**config.mk**
```make
export PLATFORM = sky130hd
export DESIGN_NAME = iet_timer
export DESIGN_NICKNAME = d
export VERILOG_FILES = /design/src/include/iet_pkg.sv /design/src/hdl/iet_timer.sv
export VERILOG_INCLUDE_DIRS = /design/src /design/src/include
export SDC_FILE = /design/constraint.sdc
export NUM_CORES = 1
export LEC_CHECK = 0
export BUFFER_PORTS_ARGS = -buffer_cell sky130_fd_sc_hd__buf_2
export CAP_MARGIN = 20
export CORE_AREA = 2 2 301 303
export CTS_CLUSTER_DIAMETER = 60
export DETAILED_ROUTE_END_ITERATION = 8
export DIE_AREA = 0 0 303 305
export PLACE_DENSITY = 0.65
export SLEW_MARGIN = 10
export SYNTH_ARGS = -nofsm -noshare
export SYNTH_HDL_FRONTEND = slang
export SYNTH_SLANG_ARGS = --single-unit
```
**constraint.sdc**
```tcl
create_clock -name sys_clk -period 8.5 [get_ports sys_clk]
set_input_delay 0.425 -clock sys_clk [delete_from_list [all_inputs] [get_ports sys_clk]]
set_output_delay 0.425 -clock sys_clk [all_outputs]
set_load 0.03 [all_outputs]
```
**src/include/iet_consts.svh**
```systemverilog
/*
  Constants for the interval timer with edge interrupt: address decode codes,
  field positions, reset values and prescale shifts.
  Assumes inclusion by bare name from design and bench files.
*/
`ifndef IET_CONSTS_SVH
`define IET_CONSTS_SVH

// ----------------------------------------------------------------------------
// address line positions
// ----------------------------------------------------------------------------
`define IET_ADDR_A0 0
`define IET_ADDR_A1 1
`define IET_ADDR_A2 2
`define IET_ADDR_A3 3
`define IET_ADDR_A4 4

// ----------------------------------------------------------------------------
// port register select codes on A1..A0
// ----------------------------------------------------------------------------
`define IET_SEL_PORT_A_OUTPUT 2'h0
`define IET_SEL_PORT_A_DIRECTION 2'h1
`define IET_SEL_PORT_B_OUTPUT 2'h2
`define IET_SEL_PORT_B_DIRECTION 2'h3

// ----------------------------------------------------------------------------
// prescale codes on A1..A0 and their shift (unit = 1 << shift clock periods)
// ----------------------------------------------------------------------------
`define IET_PRESCALE_DIV1 2'h0
`define IET_PRESCALE_DIV8 2'h1
`define IET_PRESCALE_DIV64 2'h2
`define IET_PRESCALE_DIV1024 2'h3
`define IET_SHIFT_DIV1 0
`define IET_SHIFT_DIV8 3
`define IET_SHIFT_DIV64 6
`define IET_SHIFT_DIV1024 10

// ----------------------------------------------------------------------------
// flag register layout
// ----------------------------------------------------------------------------
`define IET_FLAG_TIMER_BIT 7
`define IET_FLAG_EDGE_BIT 6

// ----------------------------------------------------------------------------
// reset values and counter constants
// ----------------------------------------------------------------------------
`define IET_PORT_RESET 8'h00
`define IET_COUNTER_RESET 8'h00
`define IET_COUNTER_WRAP 8'hFF
`define IET_COUNTER_FLOOR 8'h00
`define IET_PRESCALE_RESET 10'h000

`endif

```
**src/include/iet_pkg.sv**
```systemverilog
/*
  Types for the interval timer with edge interrupt: bus request carrier and
  decoded access target.
  Assumes iet_consts.svh is available on the include path.
*/
package iet_pkg;

  // ----------------------------------------------------------------------------
  // bus request as seen in one clock cycle
  // ----------------------------------------------------------------------------
  typedef struct packed {
    logic selected;
    logic io_space;
    logic read;
    logic [6:0] addr;
    logic [7:0] wdata;
  } iet_bus_req_type;

  // ----------------------------------------------------------------------------
  // decoded target of an access
  // ----------------------------------------------------------------------------
  typedef enum logic [2:0] {
    IET_TGT_NONE,
    IET_TGT_RAM,
    IET_TGT_PORT,
    IET_TGT_TIMER_LOAD,
    IET_TGT_EDGE_CTRL,
    IET_TGT_TIMER_READ,
    IET_TGT_FLAG_READ
  } iet_target_type;

endpackage : iet_pkg

```
**src/hdl/iet_timer.sv**
```systemverilog
/*
  Interval timer with prescaler, two-bit flag register, edge interrupt on the
  top line of port A, port registers, 128-byte RAM and the address decode.
  Assumes the processor bus runs on sys_clk, one access per cycle while
  selected; port pins arrive asynchronously; the interrupt line is pulled up
  outside.
*/
`timescale 1ns/1ps
`default_nettype none
`include "iet_consts.svh"

module iet_timer #(
  parameter int RAM_DEPTH = 128
) (
  input wire logic sys_clk,
  input wire logic nrst,
  input wire logic chip_select_active_high,
  input wire logic chip_select_active_low,
  input wire logic ram_or_io_select_n,
  input wire logic read_not_write,
  input wire logic [6:0] addr,
  input wire logic [7:0] data_in,
  output logic [7:0] data_out,
  output logic data_oe,
  input wire logic [7:0] port_a_in,
  output logic [7:0] port_a_out,
  output logic [7:0] port_a_oe,
  input wire logic [7:0] port_b_in,
  output logic [7:0] port_b_out,
  output logic [7:0] port_b_oe,
  output logic irq_n_out,
  output logic irq_n_oe
);

  // ----------------------------------------------------------------------------
  // reset release
  // ----------------------------------------------------------------------------

  logic [1:0] rst_sync_r;
  logic rst_n;

  // assert at once, release through two flops so no flop sees a runt edge
  always_ff @(posedge sys_clk or negedge nrst) begin
    if (!nrst) begin
      rst_sync_r <= 2'h0;
    end else begin
      rst_sync_r <= {rst_sync_r[0], 1'b1};
    end
  end
  assign rst_n = rst_sync_r[1];

  // ----------------------------------------------------------------------------
  // functions
  // ----------------------------------------------------------------------------

  // last prescale count for a code; unit length is this plus one
  function automatic logic [9:0] prescale_last(input logic [1:0] code);
    logic [9:0] last;
    last = 10'h000;
    unique case (code)
      `IET_PRESCALE_DIV1: last = 10'((1 << `IET_SHIFT_DIV1) - 1);
      `IET_PRESCALE_DIV8: last = 10'((1 << `IET_SHIFT_DIV8) - 1);
      `IET_PRESCALE_DIV64: last = 10'((1 << `IET_SHIFT_DIV64) - 1);
      `IET_PRESCALE_DIV1024: last = 10'((1 << `IET_SHIFT_DIV1024) - 1);
    endcase
    return last;
  endfunction : prescale_last

  // decode of one bus cycle into its target
  function automatic iet_pkg::iet_target_type decode_target(input iet_pkg::iet_bus_req_type req);
    iet_pkg::iet_target_type tgt;
    tgt = iet_pkg::IET_TGT_NONE;
    if (req.selected) begin
      if (!req.io_space) begin
        tgt = iet_pkg::IET_TGT_RAM;
      end else if (!req.addr[`IET_ADDR_A2]) begin
        tgt = iet_pkg::IET_TGT_PORT;
      end else if (req.read) begin
        tgt = req.addr[`IET_ADDR_A0] ? iet_pkg::IET_TGT_FLAG_READ : iet_pkg::IET_TGT_TIMER_READ;
      end else begin
        tgt = req.addr[`IET_ADDR_A4] ? iet_pkg::IET_TGT_TIMER_LOAD : iet_pkg::IET_TGT_EDGE_CTRL;
      end
    end
    return tgt;
  endfunction : decode_target

  // ----------------------------------------------------------------------------
  // bus request and decode
  // ----------------------------------------------------------------------------

  iet_pkg::iet_bus_req_type req;
  iet_pkg::iet_target_type tgt;
  logic timer_access;
  logic [1:0] port_sel;

  assign req.selected = chip_select_active_high & ~chip_select_active_low;
  assign req.io_space = ram_or_io_select_n;
  assign req.read = read_not_write;
  assign req.addr = addr;
  assign req.wdata = data_in;

  assign tgt = decode_target(req);
  assign timer_access = (tgt == iet_pkg::IET_TGT_TIMER_LOAD) || (tgt == iet_pkg::IET_TGT_TIMER_READ);
  assign port_sel = addr[`IET_ADDR_A1:`IET_ADDR_A0];

  // ----------------------------------------------------------------------------
  // port pin synchronisers
  // ----------------------------------------------------------------------------

  logic [7:0] pa_s1_r, pa_s2_r, pa_s3_r, pa_stable_r;

  // three stages; a change is taken only once stages two and three agree
  // stages reset to the idle high level of the filter, so release makes no false edge
  always_ff @(posedge sys_clk or negedge rst_n) begin
    if (!rst_n) begin
      pa_s1_r <= 8'hFF;
      pa_s2_r <= 8'hFF;
      pa_s3_r <= 8'hFF;
    end else begin
      pa_s1_r <= port_a_in;
      pa_s2_r <= pa_s1_r;
      pa_s3_r <= pa_s2_r;
    end
  end

  // per-bit filter on the agreeing stages
  genvar gi;
  generate
    for (gi = 0; gi < 8; gi++) begin : g_pa_filter
      always_ff @(posedge sys_clk or negedge rst_n) begin
        if (!rst_n) begin
          pa_stable_r[gi] <= 1'b1;
        end else if (pa_s2_r[gi] == pa_s3_r[gi]) begin
          pa_stable_r[gi] <= pa_s3_r[gi];
        end
      end
    end
  endgenerate

  // port B pins are never read back, so they need no synchroniser
  logic [7:0] unused_port_b;
  assign unused_port_b = port_b_in;

  // ----------------------------------------------------------------------------
  // port registers
  // ----------------------------------------------------------------------------

  logic [7:0] port_a_output_reg_r, port_a_direction_reg_r;
  logic [7:0] port_b_output_reg_r, port_b_direction_reg_r;

  // all cleared at reset, every line an input
  always_ff @(posedge sys_clk or negedge rst_n) begin
    if (!rst_n) begin
      port_a_output_reg_r <= `IET_PORT_RESET;
      port_a_direction_reg_r <= `IET_PORT_RESET;
      port_b_output_reg_r <= `IET_PORT_RESET;
      port_b_direction_reg_r <= `IET_PORT_RESET;
    end else if (tgt == iet_pkg::IET_TGT_PORT && !req.read) begin
      unique case (port_sel)
        `IET_SEL_PORT_A_OUTPUT: port_a_output_reg_r <= data_in;
        `IET_SEL_PORT_A_DIRECTION: port_a_direction_reg_r <= data_in;
        `IET_SEL_PORT_B_OUTPUT: port_b_output_reg_r <= data_in;
        `IET_SEL_PORT_B_DIRECTION: port_b_direction_reg_r <= data_in;
      endcase
    end
  end

  // direction bit enables the driver of its output bit
  assign port_a_out = port_a_output_reg_r;
  assign port_a_oe = port_a_direction_reg_r;
  assign port_b_out = port_b_output_reg_r;
  assign port_b_oe = port_b_direction_reg_r;

  // ----------------------------------------------------------------------------
  // RAM
  // ----------------------------------------------------------------------------

  logic [7:0] ram_mem [RAM_DEPTH];
  logic [6:0] ram_index;

  assign ram_index = addr;

  // contents are undefined after power up, as with any static RAM
  always_ff @(posedge sys_clk) begin
    if (tgt == iet_pkg::IET_TGT_RAM && !req.read) begin
      ram_mem[ram_index] <= data_in;
    end
  end

  // ----------------------------------------------------------------------------
  // interval timer
  // ----------------------------------------------------------------------------

  logic [7:0] counter_r;
  logic [1:0] prescale_code_r;
  logic [9:0] prescale_cnt_r;
  logic timed_out_r;
  logic timer_irq_en_r;
  logic step;
  logic timeout_evt;

  // one step per unit; after timeout every period is a step
  assign step = timed_out_r | (prescale_cnt_r == prescale_last(prescale_code_r));
  // step while at zero is the timeout
  assign timeout_evt = step & ~timed_out_r & (counter_r == `IET_COUNTER_FLOOR);

  // prescale divider, restarted by every load so the first unit is whole
  always_ff @(posedge sys_clk or negedge rst_n) begin
    if (!rst_n) begin
      prescale_cnt_r <= `IET_PRESCALE_RESET;
    end else if (tgt == iet_pkg::IET_TGT_TIMER_LOAD || step) begin
      prescale_cnt_r <= `IET_PRESCALE_RESET;
    end else begin
      prescale_cnt_r <= prescale_cnt_r + 10'h001;
    end
  end

  // data byte is the interval count
  always_ff @(posedge sys_clk or negedge rst_n) begin
    if (!rst_n) begin
      counter_r <= `IET_COUNTER_RESET;
      prescale_code_r <= `IET_PRESCALE_DIV1;
      timed_out_r <= 1'b0;
    end else if (tgt == iet_pkg::IET_TGT_TIMER_LOAD) begin
      counter_r <= data_in;
      prescale_code_r <= addr[`IET_ADDR_A1:`IET_ADDR_A0];
      timed_out_r <= 1'b0;
    end else if (timeout_evt) begin
      counter_r <= `IET_COUNTER_WRAP;
      timed_out_r <= 1'b1;
    end else if (step && !(timed_out_r && counter_r == `IET_COUNTER_FLOOR)) begin
      // stops at the floor, 255 periods after the wrap
      counter_r <= counter_r - 8'h01;
    end
  end

  // enable follows A3 on every timer read or write
  always_ff @(posedge sys_clk or negedge rst_n) begin
    if (!rst_n) begin
      timer_irq_en_r <= 1'b0;
    end else if (timer_access) begin
      timer_irq_en_r <= addr[`IET_ADDR_A3];
    end
  end

  // ----------------------------------------------------------------------------
  // flags and edge detector
  // ----------------------------------------------------------------------------

  logic timer_flag_r;
  logic edge_flag_r;
  logic edge_irq_en_r;
  logic edge_positive_r;
  logic top_line_prev_r;
  logic edge_evt;

  // set on timeout whatever the enable
  // set wins over a clearing access in the same cycle
  always_ff @(posedge sys_clk or negedge rst_n) begin
    if (!rst_n) begin
      timer_flag_r <= 1'b0;
    end else if (timeout_evt) begin
      timer_flag_r <= 1'b1;
    end else if (timer_access) begin
      timer_flag_r <= 1'b0;
    end
  end

  // edge control write, data lines ignored
  always_ff @(posedge sys_clk or negedge rst_n) begin
    if (!rst_n) begin
      edge_irq_en_r <= 1'b0;
      edge_positive_r <= 1'b0;
    end else if (tgt == iet_pkg::IET_TGT_EDGE_CTRL) begin
      edge_irq_en_r <= addr[`IET_ADDR_A1];
      edge_positive_r <= addr[`IET_ADDR_A0];
    end
  end

  // previous filtered level of the top line
  always_ff @(posedge sys_clk or negedge rst_n) begin
    if (!rst_n) begin
      top_line_prev_r <= 1'b1;
    end else begin
      top_line_prev_r <= pa_stable_r[7];
    end
  end

  // sensed from the pin level, direction plays no part
  assign edge_evt = edge_positive_r ? (pa_stable_r[7] & ~top_line_prev_r) : (~pa_stable_r[7] & top_line_prev_r);

  // flag read clears; a coincident edge still wins
  always_ff @(posedge sys_clk or negedge rst_n) begin
    if (!rst_n) begin
      edge_flag_r <= 1'b0;
    end else if (edge_evt) begin
      edge_flag_r <= 1'b1;
    end else if (tgt == iet_pkg::IET_TGT_FLAG_READ) begin
      edge_flag_r <= 1'b0;
    end
  end

  // ----------------------------------------------------------------------------
  // interrupt request pin
  // ----------------------------------------------------------------------------

  // timer source gated by its enable
  // open drain: only ever pulls low, pull-up is external
  assign irq_n_out = 1'b0;
  assign irq_n_oe = (timer_flag_r & timer_irq_en_r) | (edge_flag_r & edge_irq_en_r);

  // ----------------------------------------------------------------------------
  // read data
  // ----------------------------------------------------------------------------

  logic [7:0] read_mux;
  logic [7:0] flag_value;
  logic [7:0] data_out_r;
  logic data_oe_r;

  // both flags on their bits, others zero
  always_comb begin
    flag_value = 8'h00;
    flag_value[`IET_FLAG_TIMER_BIT] = timer_flag_r;
    flag_value[`IET_FLAG_EDGE_BIT] = edge_flag_r;
  end

  // timer section read picks on A0
  always_comb begin
    read_mux = 8'h00;
    unique case (tgt)
      iet_pkg::IET_TGT_RAM: read_mux = ram_mem[ram_index];
      iet_pkg::IET_TGT_PORT: begin
        unique case (port_sel)
          // port A reads the filtered pin levels
          `IET_SEL_PORT_A_OUTPUT: read_mux = pa_stable_r;
          `IET_SEL_PORT_A_DIRECTION: read_mux = port_a_direction_reg_r;
          // port B reads the register, immune to heavy pin loading
          `IET_SEL_PORT_B_OUTPUT: read_mux = port_b_output_reg_r;
          `IET_SEL_PORT_B_DIRECTION: read_mux = port_b_direction_reg_r;
        endcase
      end
      // after timeout the same byte reads as a negative count
      iet_pkg::IET_TGT_TIMER_READ: read_mux = counter_r;
      iet_pkg::IET_TGT_FLAG_READ: read_mux = flag_value;
      default: read_mux = 8'h00;
    endcase
  end

  // answer one cycle after the access, held off outside read cycles
  always_ff @(posedge sys_clk or negedge rst_n) begin
    if (!rst_n) begin
      data_out_r <= 8'h00;
      data_oe_r <= 1'b0;
    end else begin
      data_oe_r <= req.selected & req.read;
      if (req.selected && req.read) begin
        data_out_r <= read_mux;
      end
    end
  end

  assign data_out = data_out_r;
  assign data_oe = data_oe_r;

endmodule : iet_timer

`default_nettype wire

```
==> results of run 1 <==
sequential cells by signal (all words and copies together), names as in the netlist, 2 cells and up:
name / cells
ram_mem: 1024
prescale_cnt_r: 10
counter_r: 8
data_out: 8
pa_s1_r: 8
pa_s2_r: 8
pa_s3_r: 8
pa_stable_r: 8
port_a_oe: 8
port_a_out: 8
port_b_oe: 8
port_b_out: 8
prescale_code_r: 2
rst_sync_r: 2
cells by family (layout without fill, tap and decap cells):
group / count (synthesis) / in the layout / share of synthesized area, %
fa+ha+maj: 14 / 14 / 0.350
mux: 304 / 304 / 10.8
buf+inv: 167 / 346 / 1.88
xor+xnor: 9 / 9 / 0.178
compound gates: 450 / 450 / 6.37
other cells: 2 / 3 / 0.0170
simple gates: 501 / 501 / 5.08
flops: 1126 / 1126 / 75.3
cells in the final DEF, fill, tap and decap left out, types with 57 or more instances in the layout:
cell type / Yosys / layout
o22ai_1: 57 / 57
nor2_1: 158 / 158
clkbuf_16: 0 / 116
buf_2: 23 / 60
dfrtp_1: 69 / 68
nand2_1: 211 / 207
edfxtp_1: 1024 / 1024
mux2i_1: 130 / 130
mux4_2: 136 / 136
a21oi_1: 147 / 147
o221ai_1: 76 / 76
o21ai_0: 98 / 98
worst min path at each step:
stage	slack (ps)	depth (start not counted)	from	endpoint
2_1_floorplan	130	0	nrst	rst_sync_r[0]
5_1_grt	70	2	nrst	rst_sync_r[1]
4_1_cts	30	2	nrst	rst_sync_r[1]
3_3_place_gp	210	0	rst_sync_r[1]	port_b_out[0]
6_report	70	2	nrst	rst_sync_r[1]
3_5_place_dp	210	0	rst_sync_r[1]	port_b_oe[0]
where the power goes:
| group | switching [mW] | internal, mW |
|---|---|---|
| Clock | 2.08 | 2.87 |
| Combinational | 0.544 | 0.255 |
| Sequential | 0.0689 | 6.12 |
| Total | 2.70 | 9.24 |
cells in the mapped netlist (4+ instances only):
cell,n
edfxtp_1,1024
nand2_1,211
nor2_1,158
a21oi_1,147
mux4_2,136
mux2i_1,130
o21ai_0,98
clkbuf_1,79
o221ai_1,76
dfrtp_1,69
o22ai_1,57
mux2_2,37
dfstp_2,33
nand3_1,32
buf_4,31
nand2b_1,25
buf_2,23
a31oi_1,17
a22oi_1,14
a41oi_1,13
buf_1,12
inv_1,12
o2bb2ai_1,12
nor4_1,10
or2_2,10
buf_6,8
maj3_1,8
nand4_1,7
nor2b_1,7
ha_1,6
nand3b_1,6
and2_1,5
xor2_1,5
o22a_1,4
xnor2_1,4
per-stage QoR:
step	instance area, sq um	util, %	setup WS, ps
3_3_place_gp	45700	51.2	3370
6_report	49600	55.6	3910
4_1_cts	49500	55.5	4020
5_1_grt	49600	55.6	3670
2_1_floorplan	44300	-	4850
3_5_place_dp	45700	51.2	3310
cell type report:
type                    instances  area, sq um
fillers                      6730        39700
repair buffers                124          891
clock inverters                63          667
multi-input cells            1280        10200
inverters                      14         52.6
diodes                          1         2.50
clock buffers                 145         3040
flip-flops and latches       1126        33300
well taps                    1176         1470
per-layer routing:
metal,up-vias,share of wire [%],GRT usage (%)
met5,-,0.019,0
li1,10390,-,-
met2,1359,48,38.6
met3,211,9.5,4.95
met4,4,3.1,8.37
met1,12880,40,35.1
critical path, delay by kind of cell:
| family | cells | cell delay, ps |
|---|---|---|
| buffers and inverters | 4 | 1390 |
| adders and majority gates | 1 | 380 |
| AOI/OAI and AO/OA | 2 | 410 |
| and+or+nand+nor | 5 | 2180 |
what timing repair did:
action                                  in CTS  in global routing
hold buffers                                 9                  0
gates resized for setup                      0                  0
hold endpoints to repair                    10                  0
endpoints found under the setup margin       0                  0
==> impl_metrics.tcl, run 1 <==
set metrics [dict create \
    drc 12 \
    htree_levels 3 \
    antenna_found_initial 3 \
    grt_pass1_wl_mm 166 \
    crit_type "input port to flop" \
    finalHoldViolCount 0 \
    worstReg2RegStart "ram_mem[123][4]" \
    critPathLaunchType "input port" \
    slew-limit-headroom_pct 19.8 \
    cts_made_buffers 111 \
    portBuffers 70 \
    final_nets 2700 \
    start_util_pct 49.6 \
    hpwl_mm 67.8 \
    cp_common_cell "nand2_1" \
    grt_pass1_vias 24405 \
    fmax_mhz 218 \
    core_sq_um 89300 \
    crit_path_top_delay_cell "nor2_1" \
    ant_nets 0 \
    synth_top_area_share_pct 69.4 \
    power.total_mw 11.9 \
    routedWlPerCell_um 29.1 \
    ios 80 \
    finalWirelength_mm 114 \
    cap_violations 0 \
    period_minus_slack_ps 4590 \
    synth_cell_types 61 \
    clk-insertion-delay-late_ps 710 \
    ys_warn_count 0 \
    violations "design-rule violations" \
    syn-cell-area_sq_um 44300 \
    grt_start_max_net_pins 101 \
    yosys.area.top_type "edfxtp_1" \
    drive_above_1_share_pct 18.7 \
    vias_per_cell 6.32 \
    drt-pass1-iter-count 7 \
    die_area_sq_um 92400 \
    crit_chain "buf_6, inv_2, a21oi_1, o21ai_0, nand2_1, nand2_1, inv_1, ha_1, nor3b_1, nand2_1, buf_4, nor2_1" \
    slowest_delay_ps 760 \
    synth-main-ff-cell "edfxtp_1" \
    post-cts-setup-buffers 0 \
    rows 110 \
    async_reset_ff_share_pct 9.06 \
    cts_tree "done" \
    p_per_area_nw_per_um2 241 \
    vias 24844 \
    ys_ff_latch 1126 \
    ff2ff_path_depth 5 \
    setup_tns_ps 0 \
    die_h_um 305 \
    reg2reg_to "data_out[4]" \
    yosysSeqAreaShare_pct 75.3 \
    timing.hold.ws_ps 66.4 \
    status "finished, violations left" \
    final_cells 3929 \
    cts_buffer_depth 3 \
    synth_edf_count 1024 \
    period_share_pct 54.0 \
    grt_util_all_layers_pct 24.8 \
    crit_required_ps 8800 \
    peakVddDrop_uv 177 \
    path_clk_slew_ps 60 \
    clock-root-buffer "clkbuf_16" \
    dp_cells 3707 \
    finalClockSkew_ps 25.1 \
    numClockSinks 1126 \
    setup_viol 0 \
    rrSetupSlack_ps 5330 \
    gp_routability_congestion 0.892 \
    slew_violations 0 \
    fp.dieW_um 303 \
    ys_top_cells_by_area "edfxtp_1 69%, mux4_2 6.9%, dfrtp_1 3.9%" \
    netlist_instances 2573 \
    hold_path_class "input port to asynchronous set/reset pin" \
    area_growth_pct 12.1 \
    grt_setup_unrepaired "no" \
    crit_start "addr[2]" \
    crit_fanout 76 \
    syn_area_per_cell_sq_um 17.2 \
    drt_first_iter_violations 3285 \
    end_kind "flop" \
    grt_remaining_overflow 0 \
    cp.arrival_ps 4890 \
    endpoint "ram_mem[80][2]" \
    leakagePower_nw 16.2 \
    synthesis.nets 2616 \
    worstMarginPinSlew_ps 1190 \
]
Power figures use the tool's default switching activity.
==> inputs of run 2 (changes only) <==
==> constraint.sdc (replaced) <==
create_clock -name sys_clk -period 4.3 [get_ports sys_clk]
set_input_delay 0.215 -clock sys_clk [delete_from_list [all_inputs] [get_ports sys_clk]]
set_output_delay 0.215 -clock sys_clk [all_outputs]
set_load 0.03 [all_outputs]
==> run 2 against run 1 <==
Final cell count increased by 1.5%. The run still ends with design-rule violations left. Global-route usage up 0.34 points. Worst setup slack got worse by 2700 ps. Hold slack gained 36 ps. Count of clock-buffer cells in the layout fell by 12. Critical path depth is 5 lower. First-iteration DRC count down 5.2%. Register-to-register slack got worse by 3900 ps. Largest cell class unchanged.
==> impl_metrics.tcl, run 2 (synthesis results as in run 1) <==
set metrics [dict create \
    status "finished, violations left" \
    violations "design-rule violations" \
    grt_pass1_wl_mm 168 \
    hold_path_class "input port to flop" \
    routed-wl-met2_mm 54.0 \
    final_cells 3988 \
    path_clk_slew_ps 60 \
    die_area_sq_um 92400 \
    htree_levels 3 \
    timing.hold.ws_ps 102 \
    gp_routability_congestion 0.914 \
    ant_nets 0 \
    grt_util_all_layers_pct 25.1 \
    vias_per_cell 6.26 \
    portBuffers 70 \
    setup_viol 0 \
    wl_met3_mm 12.1 \
    end_kind "flop" \
    finalWirelength_mm 116 \
    p_per_area_nw_per_um2 468 \
    area_growth_pct 13.2 \
    peakVddDrop_uv 343 \
    period_share_pct 71.2 \
    setup_tns_ps 0 \
    antenna_found_initial 5 \
    slew_violations 0 \
    leakagePower_nw 16.5 \
    cap_violations 0 \
    numClockSinks 1126 \
    crit_type "input port to flop" \
    drive_above_1_share_pct 20.5 \
    core_sq_um 89300 \
    mostFrequentLayoutCells "1024 x edfxtp_1, 211 x nand2_1, 158 x nor2_1, 147 x a21oi_1, 136 x mux4_2" \
    final_nets 2763 \
    cts_resized 0 \
    crit_fanout 69 \
    largest_register_ffs 1024 \
    rows 110 \
    period_minus_slack_ps 3060 \
    routedWlPerCell_um 29.0 \
    reg_top3 "ram_mem: 1024 flops, prescale_cnt_r: 10 flops" \
    dp_cells 3771 \
    ios 80 \
    cts_made_buffers 111 \
    mostFrequentLayoutCell "edfxtp_1" \
    drt-pass1-iter-count 9 \
    grt_remaining_overflow 0 \
    fp.dieW_um 303 \
    cts_buffer_depth 3 \
    critPathLaunchType "input port" \
    grt_start_max_net_pins 101 \
    vias 24947 \
    clk-insertion-delay-late_ps 710 \
    grt_pass1_vias 24656 \
    drt_first_iter_violations 3113 \
    crit_required_ps 4850 \
    fmax_mhz 327 \
    grt_setup_unrepaired "no" \
    finalClockSkew_ps 51.7 \
    die_h_um 305 \
    slew-limit-headroom_pct 19.8 \
    worstMarginPinSlew_ps 1200 \
    cts_tree "done" \
    drc 4 \
    finalHoldViolCount 0 \
    dr.max_layer_used "met5" \
    top_register "ram_mem" \
    clock-root-buffer "clkbuf_16" \
    wl_met1_mm 45.5 \
    hpwl_mm 71.3 \
    cp.arrival_ps 3610 \
    start_util_pct 49.6 \
]
==> run 2: cell type report <==
class / instances / area (sq um)
Antenna cell: 1 / 2.50
Clock buffer: 133 / 2890
Clock inverter: 71 / 723
Fill cell: 6734 / 39200
Inverter: 14 / 52.6
Multi-Input combinational cell: 1280 / 10200
Sequential cell: 1126 / 33300
Tap cell: 1176 / 1470
Timing Repair Buffer: 187 / 1480
==> run 2: timing repair <==
item,CTS,global route
endpoints found under the hold margin,10,1
setup buffers,0,0
hold buffers,10,1
setup endpoints to repair,0,0
==> run 2: metrics by stage <==
stage / power, mW / utilization, % / setup WS (ps) / cell area [sq um]
floorplan: 13.4 / - / 863 / 44300
global placement: 14.0 / 51.9 / 630 / 46400
detailed placement: 14.1 / 51.9 / 634 / 46400
CTS: 23.5 / 56.1 / 1370 / 50100
global route: 24.1 / 56.1 / 1180 / 50100
finish: 23.4 / 56.1 / 1240 / 50100
==> run 2: final timing paths <==
kind | startpoint | to | slack [ps] | cells after the start
max reg2reg | ram_mem[39][3] | data_out[3] | 1420 | 5
max | addr[0] | data_out[3] | 1240 | 7
min reg2reg | rst_sync_r[0] | rst_sync_r[1] | 350 | 0
min in group asynchronous | rst_sync_r[1] | port_b_out[0] | 380 | 0
max in group asynchronous | rst_sync_r[1] | top_line_prev_r | 2870 | 1
min | read_not_write | data_out[6] | 100 | 4
==> run 2: worst max-delay path, cell delays in order <==
cell and delay [ps]:
buf_8 560, buf_12 290, mux4_2 530, o21ai_0 670
a31oi_1 370, nor4_1 680, o22ai_1 170
==> run 2: per-layer routing <==
metal | vias up | GRT usage (%)
li1 | 10512 | -
met1 | 12917 | 35.6
met2 | 1298 | 38.4
met3 | 214 | 5.75
met4 | 6 | 8.87
met5 | - | 0
==> run 2: report_power, final <==
| group | total (mW) | leakage [nW] | internal (mW) | switching, mW |
|---|---|---|---|---|
| Sequential | 12.2 | 10.4 | 12.1 | 0.138 |
| Combinational | 1.61 | 4.31 | 0.538 | 1.08 |
| Clock | 9.59 | 1.76 | 5.42 | 4.17 |
| Total | 23.4 | 16.5 | 18.1 | 5.38 |
